### src/verilog/bstap_pkg.sv
// Constants, opcodes and state codes for the boundary-scan test access logic
package bstap_pkg;
   // Instruction register values
   localparam logic [7:0] INSTR_RESET   = 8'h81;
   localparam logic [7:0] INSTR_CAPTURE = 8'h81;
   // Boundary cell chain: output-enable cells reset high
   localparam int         CELL_OE_LSB   = 44;
   localparam logic [3:0] CELL_OE_RESET = 4'hF;
   // Boundary test select register
   localparam logic [2:0] TSEL_RESET    = 3'h2;
   localparam logic [2:0] TSEL_SIG      = 3'h2;
   // Consecutive TMS-high rising edges that force Test-Logic-Reset
   localparam logic [2:0] TMS_RESET_EDGES = 3'h5;
   // Identification word, value arbitrary
   localparam logic [31:0] IDENT_VALUE  = 32'h0000_0001;
   // Opcodes, bits 6..0 (bit 7 is even parity over the whole byte)
   localparam logic [6:0] OP_EXTEST     = 7'h00;
   localparam logic [6:0] OP_IDCODE     = 7'h01;
   localparam logic [6:0] OP_SAMPLE     = 7'h02;
   localparam logic [6:0] OP_HIGHZ      = 7'h06;
   localparam logic [6:0] OP_CLAMP      = 7'h07;
   localparam logic [6:0] OP_RUN_TEST   = 7'h09;
   localparam logic [6:0] OP_READ_NORM  = 7'h0A;
   localparam logic [6:0] OP_READ_TEST  = 7'h0B;
   localparam logic [6:0] OP_SELF_TEST  = 7'h0C;
   localparam logic [6:0] OP_TSEL_SCAN  = 7'h0E;

   typedef enum logic [3:0] {
      I_BYPASS    = 4'b0000,
      I_EXTEST    = 4'b0001,
      I_IDCODE    = 4'b0010,
      I_SAMPLE    = 4'b0011,
      I_HIGHZ     = 4'b0100,
      I_CLAMP     = 4'b0101,
      I_RUN_TEST  = 4'b0110,
      I_READ_NORM = 4'b0111,
      I_READ_TEST = 4'b1000,
      I_SELF_TEST = 4'b1001,
      I_TSEL_SCAN = 4'b1010
   } bstap_instr_e;

   typedef enum logic [3:0] {
      ST_RESET     = 4'b0000,
      ST_IDLE      = 4'b0001,
      ST_SEL_DR    = 4'b0010,
      ST_CAP_DR    = 4'b0011,
      ST_SHIFT_DR  = 4'b0100,
      ST_EXIT1_DR  = 4'b0101,
      ST_PAUSE_DR  = 4'b0110,
      ST_EXIT2_DR  = 4'b0111,
      ST_UPD_DR    = 4'b1000,
      ST_SEL_INS   = 4'b1001,
      ST_CAP_INS   = 4'b1010,
      ST_SHIFT_INS = 4'b1011,
      ST_EXIT1_INS = 4'b1100,
      ST_PAUSE_INS = 4'b1101,
      ST_EXIT2_INS = 4'b1110,
      ST_UPD_INS   = 4'b1111
   } bstap_state_e;
endpackage : bstap_pkg

### src/verilog/bstap_core.sv
// Boundary-scan test access port: controller, instruction and data registers
`timescale 1ns/1ps
module bstap_core #(
   parameter int CELLS = 48
) (
   // System clock and reset
   input  wire logic             MCLK,
   input  wire logic             RESET,
   // Test access port pins
   input  wire logic             TCK,
   input  wire logic             TMS,
   input  wire logic             TDI,
   output logic                  TDO_O,
   output logic                  TDO_OE_N,
   // Boundary pins and test controls
   input  wire logic [CELLS-1:0] CELL_IN,
   output logic      [CELLS-1:0] CELL_OUT,
   output logic                  TEST_MODE,
   output logic                  OUT_HIGHZ
);
   // Pin synchronisers; TCK edges are found on the second stage
   logic [2:0]       tck_q;
   logic [1:0]       tms_q;
   logic [1:0]       tdi_q;
   logic [CELLS-1:0] pin1_q;
   logic [CELLS-1:0] pin2_q;
   logic             rise;
   logic             fall;
   logic             tms_s;
   logic             tdi_s;

   always_ff @(posedge MCLK or posedge RESET)
   begin
      if (RESET)
      begin
         tck_q  <= 3'h0;
         tms_q  <= 2'h3;
         tdi_q  <= 2'h3;
         pin1_q <= '0;
         pin2_q <= '0;
      end
      else
      begin
         tck_q  <= {tck_q[1:0], TCK};
         tms_q  <= {tms_q[0], TMS};
         tdi_q  <= {tdi_q[0], TDI};
         pin1_q <= CELL_IN;
         pin2_q <= pin1_q;
      end
   end

   assign rise  = tck_q[1] & ~tck_q[2];
   assign fall  = ~tck_q[1] & tck_q[2];
   assign tms_s = tms_q[1];
   assign tdi_s = tdi_q[1];

   // Instruction decode with parity check, used for the holding latch
   function automatic bstap_pkg::bstap_instr_e decode(input logic [7:0] op);
      bstap_pkg::bstap_instr_e r;
      r = bstap_pkg::I_BYPASS;
      if (^op == 1'b0)
      begin
         case (op[6:0])
            bstap_pkg::OP_EXTEST:    r = bstap_pkg::I_EXTEST;
            bstap_pkg::OP_IDCODE:    r = bstap_pkg::I_IDCODE;
            bstap_pkg::OP_SAMPLE:    r = bstap_pkg::I_SAMPLE;
            bstap_pkg::OP_HIGHZ:     r = bstap_pkg::I_HIGHZ;
            bstap_pkg::OP_CLAMP:     r = bstap_pkg::I_CLAMP;
            bstap_pkg::OP_RUN_TEST:  r = bstap_pkg::I_RUN_TEST;
            bstap_pkg::OP_READ_NORM: r = bstap_pkg::I_READ_NORM;
            bstap_pkg::OP_READ_TEST: r = bstap_pkg::I_READ_TEST;
            bstap_pkg::OP_SELF_TEST: r = bstap_pkg::I_SELF_TEST;
            bstap_pkg::OP_TSEL_SCAN: r = bstap_pkg::I_TSEL_SCAN;
            default:                 r = bstap_pkg::I_BYPASS;
         endcase
      end
      return r;
   endfunction : decode

   // Controller state machine
   bstap_pkg::bstap_state_e st_q;
   bstap_pkg::bstap_state_e st_d;

   always_comb
   begin
      case (st_q)
         bstap_pkg::ST_RESET:     st_d = tms_s ? bstap_pkg::ST_RESET : bstap_pkg::ST_IDLE;
         bstap_pkg::ST_IDLE:      st_d = tms_s ? bstap_pkg::ST_SEL_DR : bstap_pkg::ST_IDLE;
         bstap_pkg::ST_SEL_DR:    st_d = tms_s ? bstap_pkg::ST_SEL_INS : bstap_pkg::ST_CAP_DR;
         bstap_pkg::ST_CAP_DR:    st_d = tms_s ? bstap_pkg::ST_EXIT1_DR : bstap_pkg::ST_SHIFT_DR;
         bstap_pkg::ST_SHIFT_DR:  st_d = tms_s ? bstap_pkg::ST_EXIT1_DR : bstap_pkg::ST_SHIFT_DR;
         bstap_pkg::ST_EXIT1_DR:  st_d = tms_s ? bstap_pkg::ST_UPD_DR : bstap_pkg::ST_PAUSE_DR;
         bstap_pkg::ST_PAUSE_DR:  st_d = tms_s ? bstap_pkg::ST_EXIT2_DR : bstap_pkg::ST_PAUSE_DR;
         bstap_pkg::ST_EXIT2_DR:  st_d = tms_s ? bstap_pkg::ST_UPD_DR : bstap_pkg::ST_SHIFT_DR;
         bstap_pkg::ST_UPD_DR:    st_d = tms_s ? bstap_pkg::ST_SEL_DR : bstap_pkg::ST_IDLE;
         bstap_pkg::ST_SEL_INS:   st_d = tms_s ? bstap_pkg::ST_RESET : bstap_pkg::ST_CAP_INS;
         bstap_pkg::ST_CAP_INS:   st_d = tms_s ? bstap_pkg::ST_EXIT1_INS : bstap_pkg::ST_SHIFT_INS;
         bstap_pkg::ST_SHIFT_INS: st_d = tms_s ? bstap_pkg::ST_EXIT1_INS : bstap_pkg::ST_SHIFT_INS;
         bstap_pkg::ST_EXIT1_INS: st_d = tms_s ? bstap_pkg::ST_UPD_INS : bstap_pkg::ST_PAUSE_INS;
         bstap_pkg::ST_PAUSE_INS: st_d = tms_s ? bstap_pkg::ST_EXIT2_INS : bstap_pkg::ST_PAUSE_INS;
         bstap_pkg::ST_EXIT2_INS: st_d = tms_s ? bstap_pkg::ST_UPD_INS : bstap_pkg::ST_SHIFT_INS;
         bstap_pkg::ST_UPD_INS:   st_d = tms_s ? bstap_pkg::ST_SEL_DR : bstap_pkg::ST_IDLE;
         default:                 st_d = bstap_pkg::ST_RESET;
      endcase
   end

   always_ff @(posedge MCLK or posedge RESET)
   begin
      if (RESET)
         st_q <= bstap_pkg::ST_RESET;
      else if (rise)
         st_q <= st_d;
   end

   // Instruction register: shift stage and holding latch
   logic [7:0]              instr_shift_q;
   logic [7:0]              instr_hold_q;
   bstap_pkg::bstap_instr_e cur;

   assign cur = decode(instr_hold_q);

   always_ff @(posedge MCLK or posedge RESET)
   begin
      if (RESET)
         instr_shift_q <= bstap_pkg::INSTR_RESET;
      else if (rise && st_q == bstap_pkg::ST_CAP_INS)
         instr_shift_q <= bstap_pkg::INSTR_CAPTURE;
      else if (rise && st_q == bstap_pkg::ST_SHIFT_INS)
         instr_shift_q <= {tdi_s, instr_shift_q[7:1]};
   end

   always_ff @(posedge MCLK or posedge RESET)
   begin
      if (RESET)
         instr_hold_q <= bstap_pkg::INSTR_RESET;
      else if (st_q == bstap_pkg::ST_RESET)
         instr_hold_q <= bstap_pkg::INSTR_RESET;
      else if (fall && st_q == bstap_pkg::ST_UPD_INS)
         instr_hold_q <= instr_shift_q;
   end

   // Data register selection and capture
   logic sel_cells;
   logic sel_ident;
   logic sel_tsel;

   assign sel_cells = cur inside {bstap_pkg::I_EXTEST, bstap_pkg::I_SAMPLE, bstap_pkg::I_READ_NORM,
                                  bstap_pkg::I_READ_TEST, bstap_pkg::I_SELF_TEST};
   assign sel_ident = cur == bstap_pkg::I_IDCODE;
   assign sel_tsel  = cur == bstap_pkg::I_TSEL_SCAN;

   logic [CELLS-1:0] cell_shift_q;
   logic [CELLS-1:0] cell_hold_q;
   logic [2:0]       tsel_shift_q;
   logic [2:0]       tsel_hold_q;
   logic [31:0]      ident_q;
   logic             byp_q;
   logic             run_sig;

   assign run_sig = tsel_hold_q == bstap_pkg::TSEL_SIG;

   // Boundary chain shift stage; contents survive pause and exit states
   always_ff @(posedge MCLK or posedge RESET)
   begin
      if (RESET)
         cell_shift_q <= '0;
      else if (rise && sel_cells && st_q == bstap_pkg::ST_CAP_DR)
      begin
         if (cur inside {bstap_pkg::I_EXTEST, bstap_pkg::I_SAMPLE})
            cell_shift_q <= pin2_q;
         else
            cell_shift_q <= cell_hold_q;
      end
      else if (rise && sel_cells && st_q == bstap_pkg::ST_SHIFT_DR)
         cell_shift_q <= {tdi_s, cell_shift_q[CELLS-1:1]};
      else if (rise && st_q == bstap_pkg::ST_IDLE && cur == bstap_pkg::I_RUN_TEST)
      begin
         // Signature compression of pins, otherwise a binary count
         if (run_sig)
            cell_shift_q <= {cell_shift_q[CELLS-2:0], cell_shift_q[CELLS-1] ^ cell_shift_q[0]} ^ pin2_q;
         else
            cell_shift_q <= cell_shift_q + 1'b1;
      end
   end

   // Boundary chain holding latches; reset loads every cell, Test-Logic-Reset only the enable cells
   always_ff @(posedge MCLK or posedge RESET)
   begin
      if (RESET)
      begin
         cell_hold_q <= '0;
         cell_hold_q[CELLS-1:bstap_pkg::CELL_OE_LSB] <= bstap_pkg::CELL_OE_RESET;
      end
      else if (st_q == bstap_pkg::ST_RESET)
         cell_hold_q[CELLS-1:bstap_pkg::CELL_OE_LSB] <= bstap_pkg::CELL_OE_RESET;
      else if (fall && sel_cells && st_q == bstap_pkg::ST_UPD_DR
               && cur inside {bstap_pkg::I_EXTEST, bstap_pkg::I_SAMPLE, bstap_pkg::I_SELF_TEST})
         cell_hold_q <= cell_shift_q;
   end

   // Test select register; capture leaves it unchanged
   always_ff @(posedge MCLK or posedge RESET)
   begin
      if (RESET)
         tsel_shift_q <= bstap_pkg::TSEL_RESET;
      else if (st_q == bstap_pkg::ST_RESET)
         tsel_shift_q <= bstap_pkg::TSEL_RESET;
      else if (rise && sel_tsel && st_q == bstap_pkg::ST_SHIFT_DR)
         tsel_shift_q <= {tdi_s, tsel_shift_q[2:1]};
   end

   always_ff @(posedge MCLK or posedge RESET)
   begin
      if (RESET)
         tsel_hold_q <= bstap_pkg::TSEL_RESET;
      else if (st_q == bstap_pkg::ST_RESET)
         tsel_hold_q <= bstap_pkg::TSEL_RESET;
      else if (fall && sel_tsel && st_q == bstap_pkg::ST_UPD_DR)
         tsel_hold_q <= tsel_shift_q;
   end

   // Identification and bypass: shift stage only, no latch
   always_ff @(posedge MCLK or posedge RESET)
   begin
      if (RESET)
         ident_q <= bstap_pkg::IDENT_VALUE;
      else if (rise && sel_ident && st_q == bstap_pkg::ST_CAP_DR)
         ident_q <= bstap_pkg::IDENT_VALUE;
      else if (rise && sel_ident && st_q == bstap_pkg::ST_SHIFT_DR)
         ident_q <= {tdi_s, ident_q[31:1]};
   end

   always_ff @(posedge MCLK or posedge RESET)
   begin
      if (RESET)
         byp_q <= 1'b0;
      else if (rise && st_q == bstap_pkg::ST_CAP_DR)
         byp_q <= 1'b0;
      else if (rise && st_q == bstap_pkg::ST_SHIFT_DR)
         byp_q <= tdi_s;
   end

   // Serial output; changes only on falling TCK so the controller samples a settled bit
   logic dr_lsb;

   always_comb
   begin
      if (sel_cells)
         dr_lsb = cell_shift_q[0];
      else if (sel_ident)
         dr_lsb = ident_q[0];
      else if (sel_tsel)
         dr_lsb = tsel_shift_q[0];
      else
         dr_lsb = byp_q;
   end

   always_ff @(posedge MCLK or posedge RESET)
   begin
      if (RESET)
      begin
         TDO_O    <= 1'b0;
         TDO_OE_N <= 1'b1;
      end
      else if (fall)
      begin
         if (st_q == bstap_pkg::ST_SHIFT_DR)
         begin
            TDO_O    <= dr_lsb;
            TDO_OE_N <= 1'b0;
         end
         else if (st_q == bstap_pkg::ST_SHIFT_INS)
         begin
            TDO_O    <= instr_shift_q[0];
            TDO_OE_N <= 1'b0;
         end
         else
            TDO_OE_N <= 1'b1;
      end
   end

   // Mode outputs follow the holding latches
   always_ff @(posedge MCLK or posedge RESET)
   begin
      if (RESET)
      begin
         TEST_MODE <= 1'b0;
         OUT_HIGHZ <= 1'b0;
      end
      else
      begin
         TEST_MODE <= cur inside {bstap_pkg::I_EXTEST, bstap_pkg::I_HIGHZ, bstap_pkg::I_CLAMP,
                                  bstap_pkg::I_RUN_TEST, bstap_pkg::I_READ_TEST};
         OUT_HIGHZ <= cur == bstap_pkg::I_HIGHZ;
      end
   end

   always_ff @(posedge MCLK or posedge RESET)
   begin
      if (RESET)
         CELL_OUT <= '0;
      else
         CELL_OUT <= cell_hold_q;
   end

   // Helper: consecutive rising edges with TMS high
   logic [2:0] tms_hi_q;

   always_ff @(posedge MCLK or posedge RESET)
   begin
      if (RESET)
         tms_hi_q <= 3'h0;
      else if (rise)
         tms_hi_q <= !tms_s ? 3'h0 : (tms_hi_q == bstap_pkg::TMS_RESET_EDGES) ? tms_hi_q : tms_hi_q + 3'h1;
   end

   tms_reset_a: assert property (@(posedge MCLK) disable iff (RESET)
      tms_hi_q == bstap_pkg::TMS_RESET_EDGES |-> st_q == bstap_pkg::ST_RESET)
      else $error("TMS held high did not reach reset state");

   capture_ins_a: assert property (@(posedge MCLK) disable iff (RESET)
      rise && st_q == bstap_pkg::ST_CAP_INS |=> instr_shift_q == bstap_pkg::INSTR_CAPTURE)
      else $error("Instruction capture pattern wrong");

   shift_ins_a: assert property (@(posedge MCLK) disable iff (RESET)
      rise && st_q == bstap_pkg::ST_SHIFT_INS |=> instr_shift_q == {$past(tdi_s), $past(instr_shift_q[7:1])})
      else $error("Instruction shift wrong");

   tdo_release_a: assert property (@(posedge MCLK) disable iff (RESET)
      fall && st_q inside {bstap_pkg::ST_EXIT1_DR, bstap_pkg::ST_EXIT1_INS} |=> TDO_OE_N)
      else $error("TDO not released after exit");

   tdo_drive_a: assert property (@(posedge MCLK) disable iff (RESET)
      fall && st_q == bstap_pkg::ST_SHIFT_DR |=> !TDO_OE_N && TDO_O == $past(dr_lsb))
      else $error("TDO not driving data LSB");

   ins_update_a: assert property (@(posedge MCLK) disable iff (RESET)
      fall && st_q == bstap_pkg::ST_UPD_INS |=> instr_hold_q == $past(instr_shift_q))
      else $error("Instruction not updated");

   bypass_cap_a: assert property (@(posedge MCLK) disable iff (RESET)
      rise && st_q == bstap_pkg::ST_CAP_DR |=> !byp_q)
      else $error("Bypass did not capture zero");

   tsel_keep_a: assert property (@(posedge MCLK) disable iff (RESET)
      rise && st_q == bstap_pkg::ST_CAP_DR |=> $stable(tsel_shift_q) && $stable(tsel_hold_q))
      else $error("Test select changed in capture");

   pause_keep_a: assert property (@(posedge MCLK) disable iff (RESET)
      st_q == bstap_pkg::ST_PAUSE_DR |=> $stable(cell_shift_q) && $stable(ident_q))
      else $error("Data lost in pause");

   reset_ins_a: assert property (@(posedge MCLK) disable iff (RESET)
      st_q == bstap_pkg::ST_RESET |=> instr_hold_q == bstap_pkg::INSTR_RESET
                                      && tsel_hold_q == bstap_pkg::TSEL_RESET)
      else $error("Reset values not forced");
endmodule : bstap_core

### config.mk
export PLATFORM = sky130hd
export DESIGN_NAME = bstap_core
export DESIGN_NICKNAME = d
export VERILOG_FILES = /design/src/verilog/bstap_pkg.sv /design/src/verilog/bstap_core.sv
export SDC_FILE = /design/constraint.sdc
export NUM_CORES = 1
export LEC_CHECK = 0
export ABC_AREA = 1
export BUFFER_PORTS_ARGS = -buffer_cell sky130_fd_sc_hd__buf_4
export CAP_MARGIN = 20
export CORE_MARGIN = 2
export CORE_UTILIZATION = 60
export CTS_CLUSTER_SIZE = 28
export DETAILED_ROUTE_END_ITERATION = 10
export PLACE_DENSITY_LB_ADDON = 0.15
export SYNTH_ARGS = -nofsm -noshare
export SYNTH_HDL_FRONTEND = slang
export SYNTH_SLANG_ARGS = --single-unit
### constraint.sdc
create_clock -name MCLK -period 22.1 [get_ports MCLK]
set_input_delay 1.105 -clock MCLK [delete_from_list [all_inputs] [get_ports MCLK]]
set_output_delay 1.105 -clock MCLK [all_outputs]
set_load 0.1 [all_outputs]
### After elaboration in Yosys (flattened, before gate mapping)

Memories as Yosys holds them, arrays and structs flattened.
Index checks and enable logic that the tools add are counted.

| storage, ports and cells | value |
|---|---|
| memories kept | 1 |
| input port bits | 53 |
| ROM bits | 64 |
| register bits | 310 |

| operators by class | value |
|---|---|
| add/subtract/negate cells | 1 |
| reduce and logical (&&, ||, !) cells | 41 |
| equality and inequality tests | 26 |
| bitwise logic cells | 7 |
| mux-type cells | 41 |

Memory list:

| name | depth | bits a word | read ports | clocked after memory_dff | write ports | RTL line | source |
|---|---|---|---|---|---|---|---|
| (name not given) | 16 | 4 | 1 | 0 | 0 | bstap_core.sv:63 | `case (op[6:0])` |

Operators with widths:

| operator | count |
|---|---|
| 48-bit 2-to-1 mux | 6 |
| 32-bit 2-to-1 mux | 2 |
| 48-bit by 1-bit adder with 48-bit output, second input constant | 1 |
| 4-bit one-hot mux with 12 select lines | 1 |
| 48-bit XOR | 1 |
| 4-bit equality test, second input constant | 11 |
| 4-bit by 3-bit equality test with 1-bit output, second input constant | 8 |
| 8-bit 2-to-1 mux | 4 |
| 4-bit 2-to-1 mux | 7 |
| 1-bit logical AND | 20 |
| 3-bit 2-to-1 mux | 6 |
| 2-bit nonzero test | 9 |
| 4-bit by 2-bit equality test with 1-bit output, second input constant | 4 |
| 1-bit 2-to-1 mux | 12 |
| 5-bit nonzero test | 2 |
| 4-bit by 1-bit equality test with 1-bit output, second input constant | 2 |
| 8-bit parity | 1 |
| 2-bit 2-to-1 mux | 3 |
| 3-bit nonzero test | 2 |
| 4-bit zero test | 1 |
| 2-bit AND reduction | 2 |
| 2-bit OR reduction | 2 |
| 3-bit by 2-bit equality test with 1-bit output, second input constant | 1 |
| 3-bit zero test | 1 |
| other kinds (4) | 7 |

### Longest topological paths before layout

Gate-level depths: netlist of run 1.

| logic depth | value |
|---|---|
| depth after elaboration | 10 |
| depth in mapped cells | 21 |
| gate-level depth less buffers | 19 |

### Worst setup path after synthesis of run 1

Ideal clock, no wire load.

| path | value |
|---|---|
| path kind | register to register |
| start point | reg instr_hold_q[0] |
| end point | reg cell_shift_q[14] |
| path slack | 19690 ps |
| cell stages (with the launch flop) | 20 |
| arrival | 2293 ps |
| clock period less this slack | 2410 ps |
| library setup time | 117 ps |
| data required time | 21983 ps |
| path buffers | 2 |
| cells stage by stage | dfstp_2 > inv_1 > ha_1 > inv_1 > nand2_1 > nand2_1 > nand2_1 > nand2_1 > nand2_1 > nand3_1 > nor2_1 > nand2_1 > nand3_4 > buf_12 > buf_4 > nand3_1 > nand2_1 > inv_2 > nand2_1 > nand2_1 |

| between the ends | value |
|---|---|
| cells in the longest elaborated chain, start to end | 9 |

Ends and longest elaborated chain:

| item | RTL line | source |
|---|---|---|
| from (decl) | bstap_core.sv:117 | `logic [7:0] instr_hold_q;` |
| from (signal assigned) | bstap_core.sv:135 | `instr_hold_q <= bstap_pkg::INSTR_RESET;` |
| from (signal assigned) | bstap_core.sv:137 | `instr_hold_q <= bstap_pkg::INSTR_RESET;` |
| from (signal assigned) | bstap_core.sv:139 | `instr_hold_q <= instr_shift_q;` |
| memory 16 x 4 bit | - |  |
| 4-bit 2-to-1 mux | bstap_core.sv:63 |  |
| 4-bit 2-to-1 mux * | bstap_core.sv:61 | `if (^op == 1'b0)` |
| 4-bit by 1-bit equality test with 1-bit output (tied with other cells) | bstap_core.sv:147, bstap_core.sv:169 |  |
| 5-bit nonzero test | bstap_core.sv:147 | `assign sel_cells = cur inside {bstap_pkg::I_EXTEST, bstap_pkg::I_SAMPLE, bstap_pkg::I_READ_NORM,` |
| 1-bit logical AND | bstap_core.sv:167, bstap_core.sv:174 |  |
| 1-bit logical AND | bstap_core.sv:174 | `else if (rise && sel_cells && st_q == bstap_pkg::ST_SHIFT_DR)` |
| 48-bit 2-to-1 mux | bstap_core.sv:174 |  |
| 48-bit 2-to-1 mux | bstap_core.sv:167 | `else if (rise && sel_cells && st_q == bstap_pkg::ST_CAP_DR)` |
| to (signal assigned) | bstap_core.sv:170 | `cell_shift_q <= pin2_q;` |
| to (signal assigned) | bstap_core.sv:172 | `cell_shift_q <= cell_hold_q;` |
| to (signal assigned) | bstap_core.sv:175 | `cell_shift_q <= {tdi_s, cell_shift_q[CELLS-1:1]};` |
| to (decl) | bstap_core.sv:152 | `logic [CELLS-1:0] cell_shift_q;` |

Every way passes the cells marked *; elsewhere a longest branch is shown, timed or not.
A chain may end at the register's enable or synchronous reset.

### Worst setup path after layout of run 1

| path | value |
|---|---|
| start point | reg instr_hold_q[0] |
| end point | reg cell_shift_q[39] |

Same word-level chain as after synthesis.

==> results of run 1 <==
==> registers in the layout, indices dropped and copies added, names as in the netlist, 8 cells and up <==
| signal | count |
|---|---|
| CELL_OUT | 48 |
| cell_hold_q | 48 |
| cell_shift_q | 48 |
| pin1_q | 48 |
| pin2_q | 48 |
| ident_q | 32 |
| instr_hold_q | 8 |
| instr_shift_q | 8 |
==> layout by cell type, fill, tap and decap left out, drive strengths merged, types with 2 or more instances in the layout <==
cell / n
o2111ai: 3
dfrtp: 294
buf: 115
dfstp: 16
inv: 206
o21ai: 186
nor2: 108
ha: 6
clkinv: 4
o22ai: 12
xnor2: 39
nand2: 545
and2: 2
nand3: 225
nor3: 20
a31oi: 3
nand3b: 5
o31ai: 3
a21oi: 17
clkbuf: 43
a22oi: 5
clkinvlp: 7
bufinv: 3
xor2: 39
or2: 2
nand4: 10
==> logic make-up after synthesis <==
group,count (synthesis)
fa+ha+maj,6
xor+xnor,78
flops,310
simple gates,918
compound gates,233
buf+inv,331
==> final cells by class <==
class                   count  area share (%)
clock buffers              43            5.27
multi-input cells        1235            35.3
clock inverters            15            1.04
well taps                 330            2.44
repair buffers            115            5.37
inverters                 205            4.62
flip-flops and latches    310            46.0
==> worst reg2reg max path, cell delays in order (launching register included) <==
cell	delay [ns]
dfstp_2	0.54
inv_1	0.08
ha_1	0.37
inv_1	0.09
nand2_1	0.06
nand2_1	0.08
nand2_1	0.05
nand2_1	0.07
nand2_1	0.09
nand3_1	0.15
nor2_1	0.07
nand2_1	0.10
nand3_4	0.54
nand2_4	0.77
nand2_2	0.77
nand2_1	0.31
inv_2	0.04
nand2_1	0.05
nand2_1	0.04
==> stage by stage <==
step	cells	hold WS [ns]	total power [mW]	cell area [um^2]
final	2253	0.348	1.26	16900
after detailed placement	2193	0.335	0.734	15800
after global routing	2253	0.351	1.32	16900
after floorplan	1876	0.331	0.700	15200
after global placement	2193	0.334	0.734	15800
after CTS	2251	0.349	1.27	16900
==> layer usage <==
layer	global-route usage, %	part of all wire, %	wire [um]	vias up
met5	0	0	0	-
met4	7.40	2.8	952	0
met3	3.00	5.5	1840	71
met2	43.3	48	16100	370
met1	37.2	44	14800	5648
li1	-	-	-	5958
==> worst max path at each step <==
stage	from	endpoint	slack (ns)	depth (start not counted)
2_1_floorplan	RESET	CELL_OUT[0]	12.45	1
3_3_place_gp	instr_hold_q[0]	cell_shift_q[39]	17.92	18
3_5_place_dp	instr_hold_q[0]	cell_shift_q[39]	17.77	18
4_1_cts	instr_hold_q[0]	cell_shift_q[12]	17.74	18
5_1_grt	instr_hold_q[0]	cell_shift_q[27]	17.31	18
6_report	instr_hold_q[0]	cell_shift_q[39]	17.69	18
==> power by group <==
| group | switching, mW | internal [mW] | total, mW |
|---|---|---|---|
| Combinational | 0.0803 | 0.0358 | 0.116 |
| Sequential | 0.0167 | 0.592 | 0.608 |
| Clock | 0.220 | 0.317 | 0.538 |
| Total | 0.317 | 0.945 | 1.26 |
==> summary.md, run 1 <==
| Metric | Value |
|---|---|
| Max_cap viols | `0` |
| Simple-gate area share of the yosys netlist | `26.0%` |
| Post-synthesis sequential area ratio | `51.2%` |
| Status | `completed` |
| Worst Path Buf+Inv | `3` |
| Final hold vios | `0` |
| Ys async rst share | `100%` |
| R2r worst-path depth | `18` |
| Drt drc | `0` |
| Cell taking the most area after synthesis | `dfrtp_1` |
| Core Region | `25,000 um^2` |
| Synth cell count leaders | `nand2_1, dfrtp_1, nand3_1` |
| Crit-path slowest cell | `nand2_4` |
| Fraction of layout instances using a drive strength above 1 | `11.8%` |
| Pwr dens | `74.7 nW/um^2` |
| Startpoint types | `register` |
| Final setup fails | `0` |
| Clock root cell | `clkbuf_16` |
| FF/Latch Area | `7780 um^2` |
| Die area | `26,600 um^2` |
| Worst slew pin tran | `1.01 ns` |
| CTS-repair resized insts | `0` |
| Crit-path cells | `inv_1 -> ha_1 -> inv_1 -> nand2_1 -> nand2_1 -> nand2_1 -> nand2_1 -> nand2_1 -> nand3_1 -> nor2_1 -> nand2_1 -> nand3_4 -> nand2_4 -> nand2_2 -> nand2_1 -> inv_2 -> nand2_1 -> nand2_1` |
| H-tree depth | `1` |
| Site row count | `58` |
| Yosys cell types | `46` |
| Die height | `163 um` |
| Relative slew slack | `32.5%` |
| Most common cell in the netlist | `nand2_1` |
| Slew Limit Fails | `0` |
| VDD IR max | `0.0775 mV` |
| Post-synthesis xor/xnor area fraction | `4.50%` |
| Routed WL | `33,700 um` |
| Largest net degree at the start of global routing | `165` |
| Postcts setup bufs | `0` |
| Slowest stage delay, CP | `0.76 ns` |
| Worst R2R Setup Slack | `17.69 ns` |
| Crit path max-delay family | `simple AND/OR/NAND/NOR gates` |
| Wire per inst | `15.0 um` |
| Drt first-iter violations | `942` |
| TritonCTS clock tree | `built` |
| Initial antenna violation count | `0` |
| Final period util | `19.9%` |
| Cells after Synth | `1,876` |
| First-pass DRT Iterations | `6` |
| Worst slack at placement | `17.77 ns` |
| Critical path type | `register to register` |
| Yosys reg bits | `310` |
| Yosys top cell area share | `48.4%` |
| Min Tclk post-route | `4.41 ns` |
| Hpwl dp | `21,600 um` |
| Crit Path Max Fanout | `57` |
| Leakage power | `8.41 nW` |
| Post-Synth Adder-Cell Area | `0.494%` |
| CP Capture Type | `register` |
| EDFF count, synth | `0` |
| Multiplexer share of the synthesized area | `0%` |
| Clk pin slew, worst setup/hold paths | `0.06 ns` |
| Worst Path Required | `22.55 ns` |
| Area delta synth->final | `11.3%` |
| Top FF cell, synth | `dfrtp_1` |
| Setup TNS | `0 ns` |
| Hold Path Depth | `0` |
| Fill count | `2,044` |
| Total track usage | `26.3%` |
| Worst-Skew Late Latency | `0.56 ns` |
| R2r startpoint | `instr_hold_q[0]` |
| Compound-Gate Fraction of Synth Area | `8.17%` |
| Total grt overflow | `0` |
| GPL Wtd Cong | `0.928` |
| Mapped Area | `15,200 um^2` |
| Cell mode on critical path | `nand2_1` |
| Chip Width | `163 um` |
| Max Freq | `0.227 GHz` |
| Count of input and output buffers | `104` |
| Post-layout util | `67.5%` |
| Ys Warns | `0` |
| Clock Path Buffers | `3` |
| N_diodes | `0` |
| Hold path start | `pin1_q[21]` |
| Hold_buf cts | `0` |
| Final Skew | `0.0128 ns` |
| Hold Path End | `pin2_q[21]` |
| First-pass GRT wire length | `57,400 um` |
| R2R Path End | `cell_shift_q[39]` |
| RSZ-0062 raised after global routing | `no` |
| Post-DRT Antenna Nets | `0` |
| Hold Path Class | `register to register` |
| Data arrival time of the critical path | `4.85 ns` |
| Clock Sinks | `310` |
| Initial Utilization | `60.7%` |
| Nets | `1,957` |
| Vias | `12,000` |
| Via-to-Cell Ratio | `5.35` |
| Synthesized net count | `1,935` |
| Multi-input gate area | `5960 um^2` |
| Vias in the first global route | `11,600` |
| Final WS setup | `17.69 ns` |
| Num ports | `105` |
| Largest family of logic cells by synthesized area | `simple AND/OR/NAND/NOR gates` |
| Syn_area_per_cell | `8.09 um^2` |
| Largest cells by area after synthesis | `dfrtp_1, nand2_1, nand3_1` |
| Cts bufs inserted | `31` |
(Power assumes the default switching activity.)
==> run 2: changes to the inputs <==
- clock period: 22.1 -> 4.47 ns (I/O delays scaled with it)
==> run 2 against run 1 <==
Compared with the run above:
- fmax is 32% higher
- die area stayed put
- non-clock buffer count up 58
- worst hold slack lost 0.18 ns
- critical path depth stayed put
- setup slack got worse by 17 ns
- critical path type unchanged
- largest cell class unchanged
==> summary.md, run 2 (synthesis gave the netlist of run 1 again) <==
| Metric | Value |
|---|---|
| Final setup fails | `0 (unchanged)` |
| Worst Path Required | `4.87 ns (-17.68 ns)` |
| GPL Wtd Cong | `0.935 (+0.77%)` |
| Crit-path slowest cell | `nand3_4` |
| R2r startpoint | `instr_hold_q[0]` |
| Nets | `2,018 (+3.1%)` |
| Final Skew | `0.0173 ns (+0.00450 ns)` |
| Vias in the first global route | `12,300 (+5.7%)` |
| N_diodes | `0 (unchanged)` |
| Data arrival time of the critical path | `3.74 ns (-1.11 ns)` |
| Clk network pwr share | `43.8% (+1.2 points)` |
| Count of input and output buffers | `104 (unchanged)` |
| Critical path type | `register to register` |
| Final hold vios | `0 (unchanged)` |
| Initial Utilization | `60.7% (unchanged)` |
| Clock Sinks | `310 (unchanged)` |
| Slowest stage delay, CP | `0.57 ns (-0.19 ns)` |
| Area delta synth->final | `15.5%` |
| First-pass GRT wire length | `59,400 um (+3.5%)` |
| First-pass DRT Iterations | `5 (-1)` |
| CTS-repair resized insts | `0 (unchanged)` |
| Site row count | `58 (unchanged)` |
| Hpwl dp | `22,100 um (+2.4%)` |
| Relative slew slack | `30.9% (-1.6 points)` |
| R2R Path End | `cell_shift_q[37]` |
| Max Freq | `0.299 GHz (+32%)` |
| Initial antenna violation count | `0 (unchanged)` |
| Combinational power share | `9.5% (+0.3 points)` |
| Clock Path Buffers | `3 (unchanged)` |
| H-tree depth | `2 (+1)` |
| Pwr dens | `367 nW/um^2 (+390%)` |
| Die height | `163 um (unchanged)` |
| Clock root cell | `clkbuf_16` |
| Sw Ratio | `25.1% (-0.078 points)` |
| Num ports | `105 (unchanged)` |
| Leakage power | `8.70 nW (+3.5%)` |
| VDD IR max | `0.384 mV (+400%)` |
| Total grt overflow | `0 (unchanged)` |
| Worst R2R Setup Slack | `1.13 ns (-16.56 ns)` |
| Commonest non-fill, non-tap cell in the layout | `nand2_1` |
| Setup TNS | `0 ns (unchanged)` |
| Total track usage | `27.3% (+1.0 points)` |
| Chip Width | `163 um (unchanged)` |
| Core Region | `25,000 um^2 (unchanged)` |
| Final period util | `74.7% (+55 points)` |
| Max_cap viols | `0 (unchanged)` |
| Wire per inst | `15.1 um (+1.1%)` |
| Status | `completed` |
| Min Tclk post-route | `3.34 ns (-1.07 ns)` |
| Worst slew pin tran | `1.04 ns (+0.0274 ns)` |
| Crit Path Max Fanout | `51 (-11%)` |
| P_sw | `1.62 mW (+410%)` |
| TritonCTS clock tree | `built` |
| Post-layout util | `70.1% (+2.5 points)` |
| Sequential Power Share | `46.7% (-1.5 points)` |
| Post-DRT Antenna Nets | `0 (unchanged)` |
| Drt drc | `0 (unchanged)` |
| Crit-path cells | `inv_1 -> ha_1 -> inv_1 -> nand2_1 -> nand2_1 -> nand2_1 -> nand2_1 -> nand2_1 -> nand2_2 -> o21ai_1 -> nand2_1 -> nand3_4 -> nand2_8 -> nand2_1 -> inv_1 -> nand2_1 -> nand2_1 -> nand2_1` |
| Clk pin slew, worst setup/hold paths | `0.06 ns (about the same)` |
| Vias | `12,500 (+3.4%)` |
| Internal | `4.83 mW (+410%)` |
| Worst-Skew Late Latency | `0.52 ns (-0.04 ns)` |
| Commonest cells after routing, fill and taps aside | `nand2_1, dfrtp_1, nand3_1` |
| Cell mode on critical path | `nand2_1` |
| CP Capture Type | `register` |
| Postcts setup bufs | `0 (unchanged)` |
| Startpoint types | `register` |
| Routed WL | `35,000 um (+3.9%)` |
| Largest net degree at the start of global routing | `183 (+11%)` |
| Die area | `26,600 um^2 (unchanged)` |
| Drt first-iter violations | `901 (-4.4%)` |
| R2r worst-path depth | `18 (unchanged)` |
| Via-to-Cell Ratio | `5.38 (+0.63%)` |
| Hold Path Class | `input port to asynchronous set/reset pin` |
| Slew Limit Fails | `0 (unchanged)` |
| Fraction of layout instances using a drive strength above 1 | `11.8% (-0.016 points)` |
| Cts bufs inserted | `34 (+9.7%)` |
| RSZ-0062 raised after global routing | `no` |
[run 2: final cells by class]
class | instances | area, um^2
clock buffer | 45 | 922
clock inverter | 17 | 213
fill | 1985 | 7490
sequential | 310 | 7780
multi-input combinational | 1235 | 5960
inverter | 205 | 778
timing repair buffer | 173 | 1480
tap | 330 | 413
[run 2: timing repair]
| action | in CTS | in global routing |
|---|---|---|
| setup endpoints to repair | 0 | 0 |
| endpoints found under the hold margin | 71 | 0 |
| hold buffers | 52 | 0 |
[run 2: how the worst max path moves through the flow]
stage | slack [ns] | end | start
2_1_floorplan | 0.13 | CELL_OUT[0] | RESET
3_3_place_gp | 1.27 | cell_shift_q[36] | instr_hold_q[0]
3_5_place_dp | 1.15 | cell_shift_q[45] | instr_hold_q[0]
4_1_cts | 1.14 | cell_shift_q[37] | instr_hold_q[0]
5_1_grt | 0.77 | cell_shift_q[37] | instr_hold_q[0]
6_report | 1.13 | cell_shift_q[37] | instr_hold_q[0]
[run 2: through the flow]
step / instances / hold WS [ns] / setup slack, ns / instance area [um^2] / total power, mW
6_report: 2315 / 0.164 / 1.13 / 17500 / 6.45
3_5_place_dp: 2201 / 0.128 / 1.15 / 15900 / 3.63
4_1_cts: 2315 / 0.150 / 1.14 / 17500 / 6.49
3_3_place_gp: 2201 / 0.130 / 1.27 / 15900 / 3.62
5_1_grt: 2315 / 0.167 / 0.774 / 17500 / 6.70
2_1_floorplan: 1876 / 0.228 / 0.133 / 15200 / 3.46
[run 2: per-layer routing]
layer	share of wire [%]	vias up	global-route usage [%]
li1	-	6082	-
met1	43	5870	37.2
met2	49	428	45.8
met3	5.7	76	3.50
met4	2.7	0	9.09
met5	0	-	0
[run 2: worst max-delay path: cells and delay by family, from the launching register on]
| family | cells | cell delay [ns] |
|---|---|---|
| DFF | 1 | 0.54 |
| and+or+nand+nor | 13 | 1.95 |
| adders and majority gates | 1 | 0.36 |
| AOI/OAI and AO/OA | 1 | 0.10 |
| buffers and inverters | 3 | 0.24 |
[run 2: power groups by stage]
stage          clock network [mW]  registers, mW  logic (mW)
2_1_floorplan                   0           3.08       0.379
3_3_place_gp                    0           3.05       0.562
3_5_place_dp                    0           3.06       0.570
4_1_cts                      2.87           3.01       0.612
5_1_grt                      3.00           3.02       0.689
6_report                     2.83           3.01       0.611
==> run 3: changes to the inputs <==
- CORE_UTILIZATION: 60 -> 55
- clock period: 4.47 -> 2.7 ns (I/O delays scaled with it)
==> run 3 against run 2 <==
Compared with the run above:
- worst hold slack better by 0.035 ns
- die area grew 8.9%
- clock skew up 0.0086 ns
- critical endpoint is now cell_shift_q[30]
- highest routed layer unchanged
==> summary.md, run 3 (synthesis gave the netlist of run 1 again) <==
| Metric | Value |
|---|---|
| Status | `completed` |
| Largest net degree at the start of global routing | `97 (-47%)` |
| P_sw | `2.71 mW (+67%)` |
| Final hold vios | `0 (unchanged)` |
| Max Freq | `0.380 GHz (+27%)` |
| Chip Width | `170 um (+4.3%)` |
| Final period util | `97.5% (+23 points)` |
| Commonest non-fill, non-tap cell in the layout | `nand2_1` |
| Post-layout util | `68.3% (-1.8 points)` |
| CP Capture Type | `register` |
| Clock root cell | `clkbuf_16` |
| Internal | `8.07 mW (+67%)` |
| Data arrival time of the critical path | `3.04 ns (-0.70 ns)` |
| Drt first-iter violations | `935 (+3.8%)` |
| Placed Cells | `2,241 (+1.8%)` |
| Relative slew slack | `46.9% (+16 points)` |
| Wire per inst | `15.6 um (+3.3%)` |
| Vias in the first global route | `12,100 (-1.1%)` |
| Max_cap viols | `0 (unchanged)` |
| Clk pin slew, worst setup/hold paths | `0.07 ns (about the same)` |
| First-pass DRT Iterations | `5 (unchanged)` |
| Die area | `29,000 um^2 (+8.9%)` |
| Hold Path Class | `input port to asynchronous set/reset pin` |
| N_diodes | `0 (unchanged)` |
| Final cell count without fillers | `2,378 (+2.7%)` |
| Site row count | `60 (+3.4%)` |
| Crit Path Max Fanout | `9 (-82%)` |
| Crit. Startpoint | `instr_hold_q[0]` |
| Routed WL | `37,200 um (+6.1%)` |
| Count of input and output buffers | `104 (unchanged)` |
| RSZ-0062 raised after global routing | `yes` |
| Final setup fails | `0 (unchanged)` |
| Final Skew | `0.0259 ns (+0.00862 ns)` |
| Pwr dens | `584 nW/um^2 (+59%)` |
| Sw Ratio | `25.1% (+0.051 points)` |
| Commonest cells after routing, fill and taps aside | `nand2_1, dfrtp_1, nand3_1` |
| Clock Sinks | `310 (unchanged)` |
| Worst slew pin tran | `0.794 ns (-0.242 ns)` |
| Initial Utilization | `56.2% (-4.5 points)` |
| Num ports | `105 (unchanged)` |
| Die height | `170 um (+4.3%)` |
| Post-DRT Antenna Nets | `0 (unchanged)` |
| Startpoint types | `register` |
| Clk network pwr share | `43.9% (about the same)` |
| Worst Path Required | `3.11 ns (-1.76 ns)` |
| Critical path type | `register to register` |
| Clock Path Buffers | `3 (unchanged)` |
| Fraction of layout instances using a drive strength above 1 | `15.6% (+3.8 points)` |
| TritonCTS clock tree | `built` |
| Hold WS | `0.198 ns (+0.0345 ns)` |
| Core Region | `27,000 um^2 (+7.9%)` |
| Cts bufs inserted | `34 (unchanged)` |
| Slew Limit Fails | `0 (unchanged)` |
| Drt drc | `0 (unchanged)` |
| Initial antenna violation count | `0 (unchanged)` |
| R2r startpoint | `instr_hold_q[0]` |
| Total grt overflow | `0 (unchanged)` |
| GPL Wtd Cong | `0.960 (+2.7%)` |
| Area delta synth->final | `21.6%` |
| Vias | `12,700 (+2.2%)` |
| Total track usage | `25.4% (-2.0 points)` |
| Worst-Skew Late Latency | `0.52 ns (about the same)` |
| H-tree depth | `2 (unchanged)` |
| First-pass GRT wire length | `59,700 um (+0.45%)` |
| Nets | `2,071 (+2.6%)` |
| Hpwl dp | `23,700 um (+7.0%)` |
| Via-to-Cell Ratio | `5.36 (-0.47%)` |
| VDD IR max | `0.516 mV (+34%)` |
| Combinational power share | `9.8% (+0.3 points)` |
| Leakage power | `9.09 nW (+4.5%)` |
| Sequential Power Share | `46.3% (-0.4 points)` |
| Min Tclk post-route | `2.63 ns (-0.708 ns)` |
==> run 3: per-layer routing <==
layer	global-route usage [%]	vias up	share of wire, %
li1	-	6192	-
met1	34.6	6002	43
met2	42.1	460	48
met3	3.35	81	5.7
met4	8.47	0	3.2
met5	0	-	0
==> run 3: timing repair <==
action,4_1_cts,5_1_grt
setup buffers,2,12
hold buffers,52,0
pin swaps,2,19
setup endpoints to repair,44,48
hold endpoints to repair,67,0
resized for setup,4,46
gates cloned,2,8
==> run 3: power by group through the flow <==
stage	Combinational [mW]	Sequential [mW]	Clock (mW)
after floorplan	0.628	5.10	0
after global routing	1.19	5.01	5.02
after detailed placement	0.977	5.06	0
after CTS	1.05	4.98	4.81
final	1.06	4.98	4.73
after global placement	0.960	5.06	0
==> run 3: per-stage QoR <==
| step | setup TNS (ns) | setup WS (ns) | area [um^2] | power, mW |
|---|---|---|---|---|
| floorplan | -462.43 | -1.55 | 15200 | 5.73 |
| global placement | 0 | 0.0588 | 16300 | 6.02 |
| detailed placement | -0.188 | -0.0255 | 16300 | 6.04 |
| CTS | 0 | 0.0226 | 18000 | 10.8 |
| global route | -0.448 | -0.0514 | 18500 | 11.2 |
| finish | 0 | 0.0677 | 18500 | 10.8 |
==> run 3: final cells by class <==
cell class,count,area (um^2)
Timing Repair Buffer,222,2120
Clock inverter,16,200
Inverter,205,778
Sequential cell,310,7780
Clock buffer,45,943
Fill cell,2175,8570
Multi-Input combinational cell,1239,6210
Tap cell,341,427
==> run 3: final timing paths <==
check	to	slack [ns]	cells after the start
max in group asynchronous	cell_shift_q[18]	1.65	5
max	cell_shift_q[30]	0.07	18
min	cell_hold_q[35]	0.20	3
max reg2reg	cell_shift_q[30]	0.07	18
min reg2reg	pin2_q[41]	0.34	0
min in group MCLK	pin1_q[38]	0.27	2
==> run 3: critical path, stage by stage (launching register included) <==
cell       delay, ns
dfstp_2         0.53
inv_2           0.05
ha_4            0.28
inv_1           0.06
nand2_2         0.06
nand2_1         0.06
nand2_1         0.08
nand2_2         0.09
nand2_4         0.11
nand3_4         0.09
nor2_4          0.14
nand2_2         0.07
nand3_4         0.21
clkbuf_16       0.23
nand2_4         0.14
nand2_1         0.12
nand3_1         0.08
nand2_1         0.08
nand2_1         0.06
